`config.mk`:
```
export PLATFORM = sky130hd
export DESIGN_NAME = scd_top
export DESIGN_NICKNAME = d
export VERILOG_FILES = /design/src/shared/scd_pkg.sv /design/src/logic/scd_top.sv /design/src/logic/scd_code_decoder.sv
export SDC_FILE = /design/constraint.sdc
export NUM_CORES = 1
export LEC_CHECK = 0
export ABC_AREA = 0
export BUFFER_PORTS_ARGS = -buffer_cell sky130_fd_sc_hd__buf_2
export CORE_MARGIN = 4
export CORE_UTILIZATION = 54
export DETAILED_ROUTE_END_ITERATION = 12
export PLACE_DENSITY = 0.79
export SLEW_MARGIN = 20
export SYNTH_ARGS = -nofsm -noshare
export SYNTH_HDL_FRONTEND = slang
export SYNTH_SLANG_ARGS = --single-unit
```
`constraint.sdc`:
```
create_clock -name clk -period 4.29 [get_ports clk]
set_input_delay 0.2145 -clock clk [delete_from_list [all_inputs] [get_ports clk]]
set_output_delay 0.2145 -clock clk [all_outputs]
set_load 0.03 [all_outputs]
```
`src/shared/scd_pkg.sv`:
```
// Constants and types for the state code decoder and clocking block
`default_nettype none
package scd_pkg;
  localparam int unsigned SCD_CLK_HZ = 10_000_000;
  localparam int unsigned SCD_SRC_HZ = 4_000_000;
  localparam int unsigned SCD_PHASE_HZ = 2_000_000;
  // Half period of the 4 MHz source in clk cycles, rounded down, at least one
  localparam int unsigned SCD_SRC_HALF_RAW = SCD_CLK_HZ / (2 * SCD_SRC_HZ);
  localparam int unsigned SCD_SRC_HALF = (SCD_SRC_HALF_RAW < 1) ? 1 : SCD_SRC_HALF_RAW;
  localparam int unsigned SCD_POR_US = 10;
  localparam int unsigned SCD_POR_CYC = (SCD_POR_US * (SCD_CLK_HZ / 1_000_000));
  localparam int SCD_CODE_W = 4;
  localparam int SCD_MIB_W = 22;
  localparam int SCD_CODE_LSB = 18;
  localparam int SCD_DAL_W = 16;
  localparam int SCD_VEC_LSB = 1;
  localparam int SCD_STAT_W = 8;
  localparam logic [3:0] SCD_SC_PMSK = 4'h1;
  localparam logic [3:0] SCD_SC_FETCH = 4'h2;
  localparam logic [3:0] SCD_SC_IRQ_EN = 4'h4;
  localparam logic [3:0] SCD_SC_IRQ_DIS = 4'h5;
  localparam logic [3:0] SCD_SC_STATUS = 4'h6;
  localparam logic [3:0] SCD_SC_RDBYTE = 4'h8;
  localparam logic [3:0] SCD_SC_RMW_WORD = 4'h9;
  localparam logic [3:0] SCD_SC_RMW_BYTE = 4'ha;
  localparam logic [3:0] SCD_SC_RTC_CLR = 4'hb;
  localparam logic [3:0] SCD_SC_BOOT = 4'hc;
  localparam logic [3:0] SCD_SC_RDBYTE2 = 4'hd;
  localparam logic [3:0] SCD_SC_RMW_WORD2 = 4'he;
  localparam logic [3:0] SCD_SC_RMW_BYTE2 = 4'hf;
  localparam logic [1:0] SCD_OP_WRITE = 2'h1;
  localparam logic [1:0] SCD_OP_READ = 2'h0;
  localparam logic [1:0] SCD_OP_RMW = 2'h2;
  typedef enum logic [1:0] {SCD_PH1, SCD_PH2, SCD_PH3, SCD_PH4} scd_phase_e;
endpackage : scd_pkg
`default_nettype wire

```
`src/logic/scd_top.sv`:
```
// State code decode, bus qualifiers and clock generation glue
`default_nettype none
module scd_top
  import scd_pkg::*;
#(
  parameter int unsigned POR_CYCLES = SCD_POR_CYC
) (
  input wire logic clk,
  input wire logic rst,
  input wire logic [SCD_MIB_W-1:0] microword,
  input wire logic syncIn,
  input wire logic dataInStrobe,
  input wire logic dataOutStrobe,
  input wire logic writeOrByteIn,
  input wire logic ioSelect,
  input wire logic replyHandshakeIn,
  input wire logic extMasterGrantIn,
  input wire logic rtcRequestIn,
  input wire logic [3:1] vecLevelIn,
  input wire logic vecReadStrobe,
  input wire logic [SCD_STAT_W-1:0] statusData,
  input wire logic waitFromData,
  output logic [15:1] decodedCodeLines,
  output logic rmwByteStrobe,
  output logic rmwWordStrobe,
  output logic extStatusRequest,
  output logic bootAddrRequest,
  output logic vectorIrqEnable,
  output logic statusGate,
  output logic [1:0] opSelect,
  output logic coreResetN,
  output logic transferStart,
  output logic writeOpFlag,
  output logic writeOrByteLatched,
  output logic ioOutputCycle,
  output logic replyToCore,
  output logic ctrlBufferEnable,
  output logic extMasterGrantDup,
  output logic rtcIrqToCore,
  output logic [SCD_DAL_W-1:0] dalOut,
  output logic [SCD_DAL_W-1:0] dalOe,
  output logic runEnable,
  output logic busPhase1,
  output logic busPhase2,
  output logic masterDividedClock,
  output logic [3:0] corePhases
);
  // Two-flop synchronisers for every pin input
  localparam int SYN_W = 14 + SCD_STAT_W;
  logic [SYN_W-1:0] syncA_reg;
  logic [SYN_W-1:0] syncB_reg;
  wire [SYN_W-1:0] pinsRaw = {statusData, waitFromData, vecReadStrobe, vecLevelIn,
    rtcRequestIn, extMasterGrantIn, replyHandshakeIn, ioSelect, writeOrByteIn,
    dataOutStrobe, dataInStrobe, syncIn, 1'b0};
  always_ff @(posedge clk or posedge rst) begin
    if (rst) begin
      syncA_reg <= '0;
      syncB_reg <= '0;
    end else begin
      syncA_reg <= pinsRaw;
      syncB_reg <= syncA_reg;
    end
  end
  wire sSync = syncB_reg[1];
  wire sDin = syncB_reg[2];
  wire sDout = syncB_reg[3];
  wire sWb = syncB_reg[4];
  wire sIoSel = syncB_reg[5];
  wire sReply = syncB_reg[6];
  wire sGrant = syncB_reg[7];
  wire sRtc = syncB_reg[8];
  wire [3:1] sVec = syncB_reg[11:9];
  wire sVecRd = syncB_reg[12];
  wire sWait = syncB_reg[13];
  wire [SCD_STAT_W-1:0] sStatus = syncB_reg[SYN_W-1:14];

  // Code field is same-domain from the core microword latch
  wire [SCD_CODE_W-1:0] codeField = microword[SCD_CODE_LSB +: SCD_CODE_W];
  logic [15:1] codeLines;
  scd_code_decoder u_dec (
    .code(codeField),
    .codeLines(codeLines)
  );

  function automatic logic hit(input logic [15:1] lines, input logic [3:0] c);
    hit = lines[c];
  endfunction : hit

  wire scRmwByte = hit(codeLines, SCD_SC_RMW_BYTE) | hit(codeLines, SCD_SC_RMW_BYTE2);
  wire scRmwWord = hit(codeLines, SCD_SC_RMW_WORD) | hit(codeLines, SCD_SC_RMW_WORD2);
  wire scStatus = hit(codeLines, SCD_SC_STATUS);
  wire scBoot = hit(codeLines, SCD_SC_BOOT);
  wire scIrqEn = hit(codeLines, SCD_SC_IRQ_EN);
  wire scIrqDis = hit(codeLines, SCD_SC_IRQ_DIS);
  wire [1:0] opNext = (scRmwByte | scRmwWord) ? SCD_OP_RMW :
    (sWb ? SCD_OP_WRITE : SCD_OP_READ);

  // Clock divider: fractional tick on each 4 MHz source edge, halved to 2 MHz
  logic [23:0] srcAcc_reg;
  logic srcTick_reg;
  logic srcClk_reg;
  logic half_reg;
  scd_phase_e phase_reg;
  wire [24:0] srcSum = {1'b0, srcAcc_reg} + 25'(2 * SCD_SRC_HZ);
  wire srcWrap = (srcSum >= 25'(SCD_CLK_HZ));
  wire [24:0] srcRem = srcSum - 25'(SCD_CLK_HZ);
  always_ff @(posedge clk or posedge rst) begin
    if (rst) begin
      srcAcc_reg <= '0;
      srcTick_reg <= 1'b0;
    end else begin
      srcAcc_reg <= srcWrap ? srcRem[23:0] : srcSum[23:0];
      srcTick_reg <= srcWrap;
    end
  end
  always_ff @(posedge clk or posedge rst) begin
    if (rst) begin
      srcClk_reg <= 1'b0;
      half_reg <= 1'b0;
    end else if (srcTick_reg) begin
      srcClk_reg <= ~srcClk_reg;
      if (!srcClk_reg) begin
        half_reg <= ~half_reg;
      end
    end
  end
  // Four phase steps in each 2 MHz period
  wire phaseStep = srcTick_reg;
  always_ff @(posedge clk or posedge rst) begin
    if (rst) begin
      phase_reg <= SCD_PH1;
    end else if (phaseStep) begin
      unique case (phase_reg)
        SCD_PH1: phase_reg <= SCD_PH2;
        SCD_PH2: phase_reg <= SCD_PH3;
        SCD_PH3: phase_reg <= SCD_PH4;
        SCD_PH4: phase_reg <= SCD_PH1;
      endcase
    end
  end
  // Interrupt enable (irqEn_reg) advances once per 2 MHz phase-1 slot
  wire phaseEn = phaseStep & (phase_reg == SCD_PH1);

  // Power-up hold of the core
  logic [15:0] porCnt_reg;
  wire porDone = (porCnt_reg == 16'(POR_CYCLES));
  always_ff @(posedge clk or posedge rst) begin
    if (rst) begin
      porCnt_reg <= '0;
    end else if (!porDone) begin
      porCnt_reg <= porCnt_reg + 16'h0001;
    end
  end

  // Qualifier state
  logic inWrite_reg;
  logic syncPrev_reg;
  logic doutPrev_reg;
  logic irqEn_reg;
  wire syncRise = sSync & ~syncPrev_reg;
  wire doutRise = sDout & ~doutPrev_reg;
  always_ff @(posedge clk or posedge rst) begin
    if (rst) begin
      syncPrev_reg <= 1'b0;
      doutPrev_reg <= 1'b0;
    end else begin
      syncPrev_reg <= sSync;
      doutPrev_reg <= sDout;
    end
  end
  wire inWrite_next = syncRise ? sWb : (sReply && !sSync ? 1'b0 : inWrite_reg);
  always_ff @(posedge clk or posedge rst) begin
    if (rst) begin
      inWrite_reg <= 1'b0;
    end else begin
      inWrite_reg <= inWrite_next;
    end
  end
  always_ff @(posedge clk or posedge rst) begin
    if (rst) begin
      irqEn_reg <= 1'b0;
    end else if (phaseEn && scIrqEn) begin
      irqEn_reg <= 1'b1;
    end else if (phaseEn && scIrqDis) begin
      irqEn_reg <= 1'b0;
    end
  end

  wire driveVec = sVecRd & irqEn_reg;
  wire [SCD_DAL_W-1:0] vecBus = SCD_DAL_W'({sVec, 1'b0});
  wire [SCD_DAL_W-1:0] statBus = SCD_DAL_W'(sStatus);
  wire [SCD_DAL_W-1:0] dalNext = driveVec ? vecBus : (scStatus ? statBus : '0);
  wire [SCD_DAL_W-1:0] dalOeNext = driveVec ? SCD_DAL_W'(4'he) :
    (scStatus ? SCD_DAL_W'(8'hff) : '0);

  // Registered outputs
  always_ff @(posedge clk or posedge rst) begin
    if (rst) begin
      decodedCodeLines <= '0;
      rmwByteStrobe <= 1'b0;
      rmwWordStrobe <= 1'b0;
      extStatusRequest <= 1'b0;
      bootAddrRequest <= 1'b0;
      statusGate <= 1'b0;
      opSelect <= SCD_OP_READ;
      coreResetN <= 1'b0;
      transferStart <= 1'b0;
      writeOpFlag <= 1'b0;
      writeOrByteLatched <= 1'b0;
      ioOutputCycle <= 1'b0;
      replyToCore <= 1'b0;
      ctrlBufferEnable <= 1'b0;
      extMasterGrantDup <= 1'b0;
      rtcIrqToCore <= 1'b0;
      dalOut <= '0;
      dalOe <= '0;
      runEnable <= 1'b0;
      vectorIrqEnable <= 1'b0;
    end else begin
      decodedCodeLines <= codeLines;
      rmwByteStrobe <= scRmwByte;
      rmwWordStrobe <= scRmwWord;
      extStatusRequest <= scStatus;
      bootAddrRequest <= scBoot;
      statusGate <= scStatus;
      opSelect <= opNext;
      coreResetN <= porDone;
      transferStart <= syncRise;
      writeOpFlag <= inWrite_next;
      if (doutRise) begin
        writeOrByteLatched <= sWb;
      end
      ioOutputCycle <= inWrite_next & sIoSel;
      replyToCore <= sReply;
      ctrlBufferEnable <= ~sGrant;
      extMasterGrantDup <= sGrant;
      rtcIrqToCore <= sRtc;
      dalOut <= dalNext;
      dalOe <= dalOeNext;
      runEnable <= ~sWait & porDone;
      vectorIrqEnable <= irqEn_reg;
    end
  end

  // Clock outputs
  always_ff @(posedge clk or posedge rst) begin
    if (rst) begin
      busPhase1 <= 1'b0;
      busPhase2 <= 1'b0;
      masterDividedClock <= 1'b0;
      corePhases <= '0;
    end else begin
      busPhase1 <= half_reg;
      busPhase2 <= ~half_reg;
      masterDividedClock <= half_reg;
      corePhases <= 4'h1 << phase_reg;
    end
  end
  wire unusedIn = sDin | syncB_reg[0];
endmodule : scd_top
`default_nettype wire

```
`src/logic/scd_code_decoder.sv`:
```
// One-hot decoder of the microword state code field
`default_nettype none
module scd_code_decoder
  import scd_pkg::*;
(
  input wire logic [SCD_CODE_W-1:0] code,
  output logic [15:1] codeLines
);
  genvar i;
  generate
    for (i = 1; i < 16; i++) begin : g_line
      assign codeLines[i] = (code == SCD_CODE_W'(i));
    end
  endgenerate
endmodule : scd_code_decoder
`default_nettype wire

```
Word level (Yosys, flattened, before mapping)
Cells that the tools add are included.
{"block": "op_classes", "add_sub_neg": 3, "mul": 0, "div": 0, "magnitude_cmp": 1, "eq_ne": 19, "shift": 1, "muxes": 12, "bitwise_logic": 15, "reduce_logical": 7}
{"op": "equality test 4 bit, second input constant", "count": 8}
{"op": "two-way mux 8 bit", "count": 4}
{"op": "adder 24 x 23 -> 25 bit, second input constant", "count": 1}
{"op": ">= comparator 25 x 24 -> 1 bit, second input constant", "count": 1}
{"op": "two-way mux 24 bit", "count": 1}
{"op": "subtractor 24 bit, second input constant", "count": 1}
{"op": "adder 16 x 1 -> 16 bit, second input constant", "count": 1}
{"op": "equality test 16 x 7 -> 1 bit, second input constant", "count": 1}
{"op": "equality test 4 x 3 -> 1 bit, second input constant", "count": 4}
{"op": "equality test 4 x 2 -> 1 bit, second input constant", "count": 2}
{"op": "one-hot mux 2 bit (4 select lines)", "count": 1}
{"op": "bitwise AND 1 bit", "count": 6}
{"op": "NOT 1 bit", "count": 6}
{"op": "two-way mux 1 bit", "count": 5}
{"op": "equality test 2 bit, second input constant", "count": 2}
{"op": "equality test 4 x 1 -> 1 bit, second input constant", "count": 1}
{"op": "left shift 1 x 2 -> 4 bit, first input constant", "count": 1}
{"op": "logical AND 1 bit", "count": 3}
{"op": "OR 1 bit", "count": 3}
{"op": "equality test 2 x 1 -> 1 bit, second input constant", "count": 1}
{"op": "logical NOT 2 bit", "count": 1}
{"op": "two-way mux 2 bit", "count": 1}
{"op": "AND reduction 2 bit", "count": 1}
{"op": "nonzero test 2 bit", "count": 1}
{"op": "logical NOT 1 bit", "count": 1}
{"block": "totals", "regBits": 144, "latchBits": 0, "ram_bits": 0, "rom_bits": 0, "input_bits": 45, "out_inout_bits": 72, "elab_cells": 91, "memories": 0}

Depth between registers and ports, before layout
{"block": "logic_depth", "depth_word": 5, "ltp_mapped": 12}

By module
From an unflattened synthesis, not the netlist that was laid out.
{"block": "hier_totals", "cells_unflattened": 418, "area_unflattened_um2": 5207.5}
{"module": "scd_top", "instances": 1, "cells_per_inst": 399, "area_each_um2": 4954.8, "seq_area_each_um2": 3178.0}
{"module": "scd_code_decoder", "instances": 1, "cells_per_inst": 19, "area_each_um2": 252.7, "seq_area_each_um2": 0.0}

Least setup slack after synthesis
No wires, ideal clock.
{"block": "synth_timing", "path_kind": "register to register", "startpoint": "reg srcAcc_reg[10]", "endpoint": "reg srcAcc_reg[10]", "setup_time_ns": 0.122, "arrival_time_ns": 3.101, "setup_slack_ns": 1.067, "path_stages_with_launch": 11, "path_buffers": 1, "path_cell_list": "dfrtp_1 ha_1 buf_6 a21o_4 or4_1 o211a_1 or4b_4 a211oi_4 nor2_4 or3_1 xor2_1"}
{"block": "synth_between", "elab_chain_cells": 3, "elab_cells_between_ends": 4}
{"element": "start, declared", "line_no": "scd_top.sv:99", "source": "logic [23:0] srcAcc_reg;"}
{"element": "start signal, assigned", "line_no": "scd_top.sv:112", "source": "srcAcc_reg <= srcWrap ? srcRem[23:0] : srcSum[23:0];"}
{"element": "adder 24 x 23 -> 25 bit *", "line_no": "scd_top.sv:104", "source": "wire [24:0] srcSum = {1'b0, srcAcc_reg} + 25'(2 * SCD_SRC_HZ);"}
{"element": "subtractor 24 bit / >= comparator 25 x 24 -> 1 bit (equally long branches)", "line_no": "scd_top.sv:106, scd_top.sv:105"}
{"element": "two-way mux 24 bit *", "line_no": "scd_top.sv:112"}
Every way passes the cells marked *; elsewhere a longest branch is shown, timed or not.
A chain may end at the register's enable or synchronous reset.

Final worst setup path
{"block": "layout_timing", "startpoint": "reg srcAcc_reg[9]", "endpoint": "reg srcAcc_reg[23]"}
{"block": "layout_between", "elab_chain_cells": 3, "elab_cells_between_ends": 4}
{"element": "adder 24 x 23 -> 25 bit", "line_no": "scd_top.sv:104"}
{"element": ">= comparator 25 x 24 -> 1 bit", "line_no": "scd_top.sv:105", "source": "wire srcWrap = (srcSum >= 25'(SCD_CLK_HZ));"}
{"element": "net srcWrap", "line_no": "scd_top.sv:105"}
{"element": "two-way mux 24 bit", "line_no": "scd_top.sv:112"}
The timed path passes the listed nets, and every way through them passes these cells.

==> impl_summary.txt <==
----------------------------------------------------
[Status]
  Result of the run ... finished, final reports clean

[Clock tree]
  Post-CTS Setup Bufs ... 0
  # H-tree levels ... 4
  Num CTS Buffers ... 17
  Post-CTS Resized ... 0
  Cell at the root of the clock tree ... clkbuf_8
  Clock transition at the registers of the reported paths ... 0.06 ns
  Hold-fix buffer count after cts ... 27
  Clock tree from TritonCTS ... yes
  Number of sinks handled by clock tree synthesis ... 127
  Worst-skew pair later-pin latency ... 0.51 ns
  Maximum number of buffers from clock root to sink ... 2

[Die]
  Vertical die dimension ... 107.3 um
  Die Span X ... 107.3 um
  Die Outline Area ... 11510 um^2
  Placement row count ... 35
  Initial Utilization ... 0.5656
  Top-level I/O count ... 117
  Area inside the core boundary ... 9415 um^2

[Cells and area]
  Number of nets in the finished design ... 620
  Total area of multi-input combinational cells ... 1879 um^2
  Post-synthesis to final-layout area growth ... 23.12%
  Area taken by flip-flops and latches ... 3178 um^2
  Filler Cells Inserted ... 617
  Share of layout cells above drive strength 1 ... 0.2163
  Share of the core filled with cells ... 0.6963
  Diode insertion count for antenna repair ... 0

[Yosys]
  Leading register cell type out of synthesis ... dfrtp_1
  Async set-reset flop share out of synthesis ... 1.000
  Cell area after synthesis ... 5325 um^2
  EDFF count, synth ... 0
  Part of the Yosys area used for sequential elements ... 0.5968
  Flops & latches, synth ... 127
  YS warnings ... 0
  Cell types with the largest area share after synthesis ... dfrtp_1 (60%), xnor2_1 (4.3%), buf_4 (3.7%)
  Post-Synthesis Mean Instance Area ... 11.60 um^2
  Synth Instances ... 459
  Synth top cells by count ... dfrtp_1 (127), nor2_1 (33), nand2_1 (31)
  Top cell type's share of synthesized area ... 0.5968
  Synth cell types ... 65
  Top cell type by total area after synthesis ... dfrtp_1
  Most numerous cell in the Yosys netlist ... dfrtp_1

[Timing]
  Ratio of final minimum period to clock period ... 0.8781
  Slew Limit Fails ... 0
  Minimum hold slack ... 0.3419 ns
  Worst-case headroom to the max-slew limit ... 0.4317
  Fin crit period ... 3.767 ns
  Final hold violations ... 0
  Achievable Freq ... 265.4 MHz
  Unrepaired setup endpoints after global routing ... false
  Final setup violation count ... 0
  Pin slew with the least headroom to its limit ... 0.8418 ns
  Clock tree skew after final layout ... 0.008275 ns
  Total Neg Setup Slack ... 0 ns

[Global route]
  Aggregate global routing overflow ... 0
  Initial antenna violation count ... 0
  Overall track demand over capacity in global routing ... 0.1997
  Maximum number of pins on one net before global-route repair ... 89
  Vias in the first global route ... 3753
  Wire length of the first global-routing pass ... 17920 um

[Route]
  DRC violation count after routing ... 0
  Avg Vias per Cell ... 5.334
  Post-detailed-route count of antenna-violating nets ... 0
  Final Routed Wirelength ... 10950 um
  Number of DRC markers in iteration 0 ... 207
  Length of the first detailed-routing pass in iterations ... 6
  Via count ... 3771
  Wire length per cell after detailed routing ... 15.48 um

[Setup path]
  Critical Path Slowest Stage Cell ... o311ai_0
  Setup slack of the most critical reg-to-reg path ... 0.52 ns
  Category of the critical setup timing path ... reg -> reg
  Data required, critical path ... 4.65 ns
  Largest stage delay, worst path ... 0.79 ns
  Category of the worst setup path capture point ... register
  Data arrival time of the critical path ... 4.13 ns
  Critical Path Source Type ... register
  Biggest fanout along the worst timing path ... 10
  Critical path cell sequence ... ha_1, a21oi_1, nor3_1, o311ai_0, or3_1, nand2_1, nor2_4, inv_1, o21ai_0, xor2_1

[Job]
  Count of maximum capacitance violations ... 0

[Placed design]
  Count of buffers from port buffering ... 81
  Routability congestion estimate from global placement ... 0.8771
  Half-perimeter wire length after detailed placement ... 6961 um

[Power and ir drop]
  LEAKAGE ... 3.198 nW
  PwrDens ... 424.6 nW/um^2
  Peak supply drop ... 236.1 uV

[Worst hold path]
  Kind of path behind the tightest hold check ... reg -> reg

----------------------------------------------------
-- worst paths after layout --
kind / to / cells after the start / from
worst max-delay path: srcAcc_reg[23]$_DFF_PP0_ / 10 / srcAcc_reg[9]$_DFF_PP0_
worst min-delay path: syncB_reg[5]$_DFF_PP0_ / 0 / syncA_reg[5]$_DFF_PP0_
worst max register to register: srcAcc_reg[23]$_DFF_PP0_ / 10 / srcAcc_reg[9]$_DFF_PP0_
worst min register to register: syncB_reg[5]$_DFF_PP0_ / 0 / syncA_reg[5]$_DFF_PP0_
max in group asynchronous: syncA_reg[17]$_DFF_PP0_ / 4 / rst
min in group asynchronous: syncA_reg[13]$_DFF_PP0_ / 3 / rst
-- layout by cell type (no fill, tap or decap), types with 10 or more instances in the layout --
cell type      count
dlygate4sd3_1     27
xnor2_1           26
buf_2             81
nand3_1           19
clkbuf_16         16
o21ai_0           15
xor2_1            10
conb_1            16
dfrtp_1          127
ha_1              10
nand2_1           31
inv_1             19
nor3_1            14
and3_1            10
nor2_1            33
-- worst max-delay path: cells and delay by family (launching register included) --
family | cells | cell delay, ns
fa+ha+maj | 1 | 0.37
xor+xnor | 1 | 0.09
simple gates | 4 | 0.93
buf+inv | 1 | 0.18
compound gates | 3 | 1.52
flops | 1 | 0.51
-- through the flow --
step | power [W] | std cells | area (um^2) | setup slack [ns]
2_1_floorplan | 0.001378 | 474 | 5381 | 0.6912
3_3_place_gp | 0.001406 | 648 | 5709 | 0.8509
3_5_place_dp | 0.001409 | 648 | 5709 | 0.7508
4_1_cts | 0.002805 | 707 | 6554 | 0.7190
5_1_grt | 0.002890 | 707 | 6556 | 0.4079
6_report | 0.002784 | 707 | 6556 | 0.5228
-- final cells by class --
cell class | count | area share
Inverter | 20 | 0.01221
Multi-Input combinational cell | 290 | 0.2866
Tap cell | 129 | 0.02462
Timing Repair Buffer | 109 | 0.1042
Clock inverter | 14 | 0.02385
Sequential cell | 127 | 0.4847
Clock buffer | 18 | 0.06374
-- kinds of logic (layout without fill, tap and decap cells) --
group	after synthesis	count (layout)	share of synthesized area
xor+xnor	36	36	0.05921
buf+inv	57	161	0.06086
simple gates	158	158	0.1572
compound gates	70	70	0.1017
other cells	1	16	0.0007042
flops	127	127	0.5968
fa+ha+maj	10	10	0.02350
-- where the power goes --
part | leakage [nW] | switching, W | internal (W)
Combinational | 1.35 | 0.000113 | 0.0000456
Clock | 0.269 | 0.000541 | 0.000835
Sequential | 1.58 | 0.0000143 | 0.00124
-- per-layer routing --
metal	up-vias	global-route usage	part of all wire	wire length (um)
met4	0	0.06484	0.014	150
met5	-	0	0	0
met2	151	0.3320	0.49	5401
li1	1774	-	-	-
met1	1832	0.2522	0.42	4637
met3	14	0.05759	0.069	757
Power figures use the tool's default switching activity.
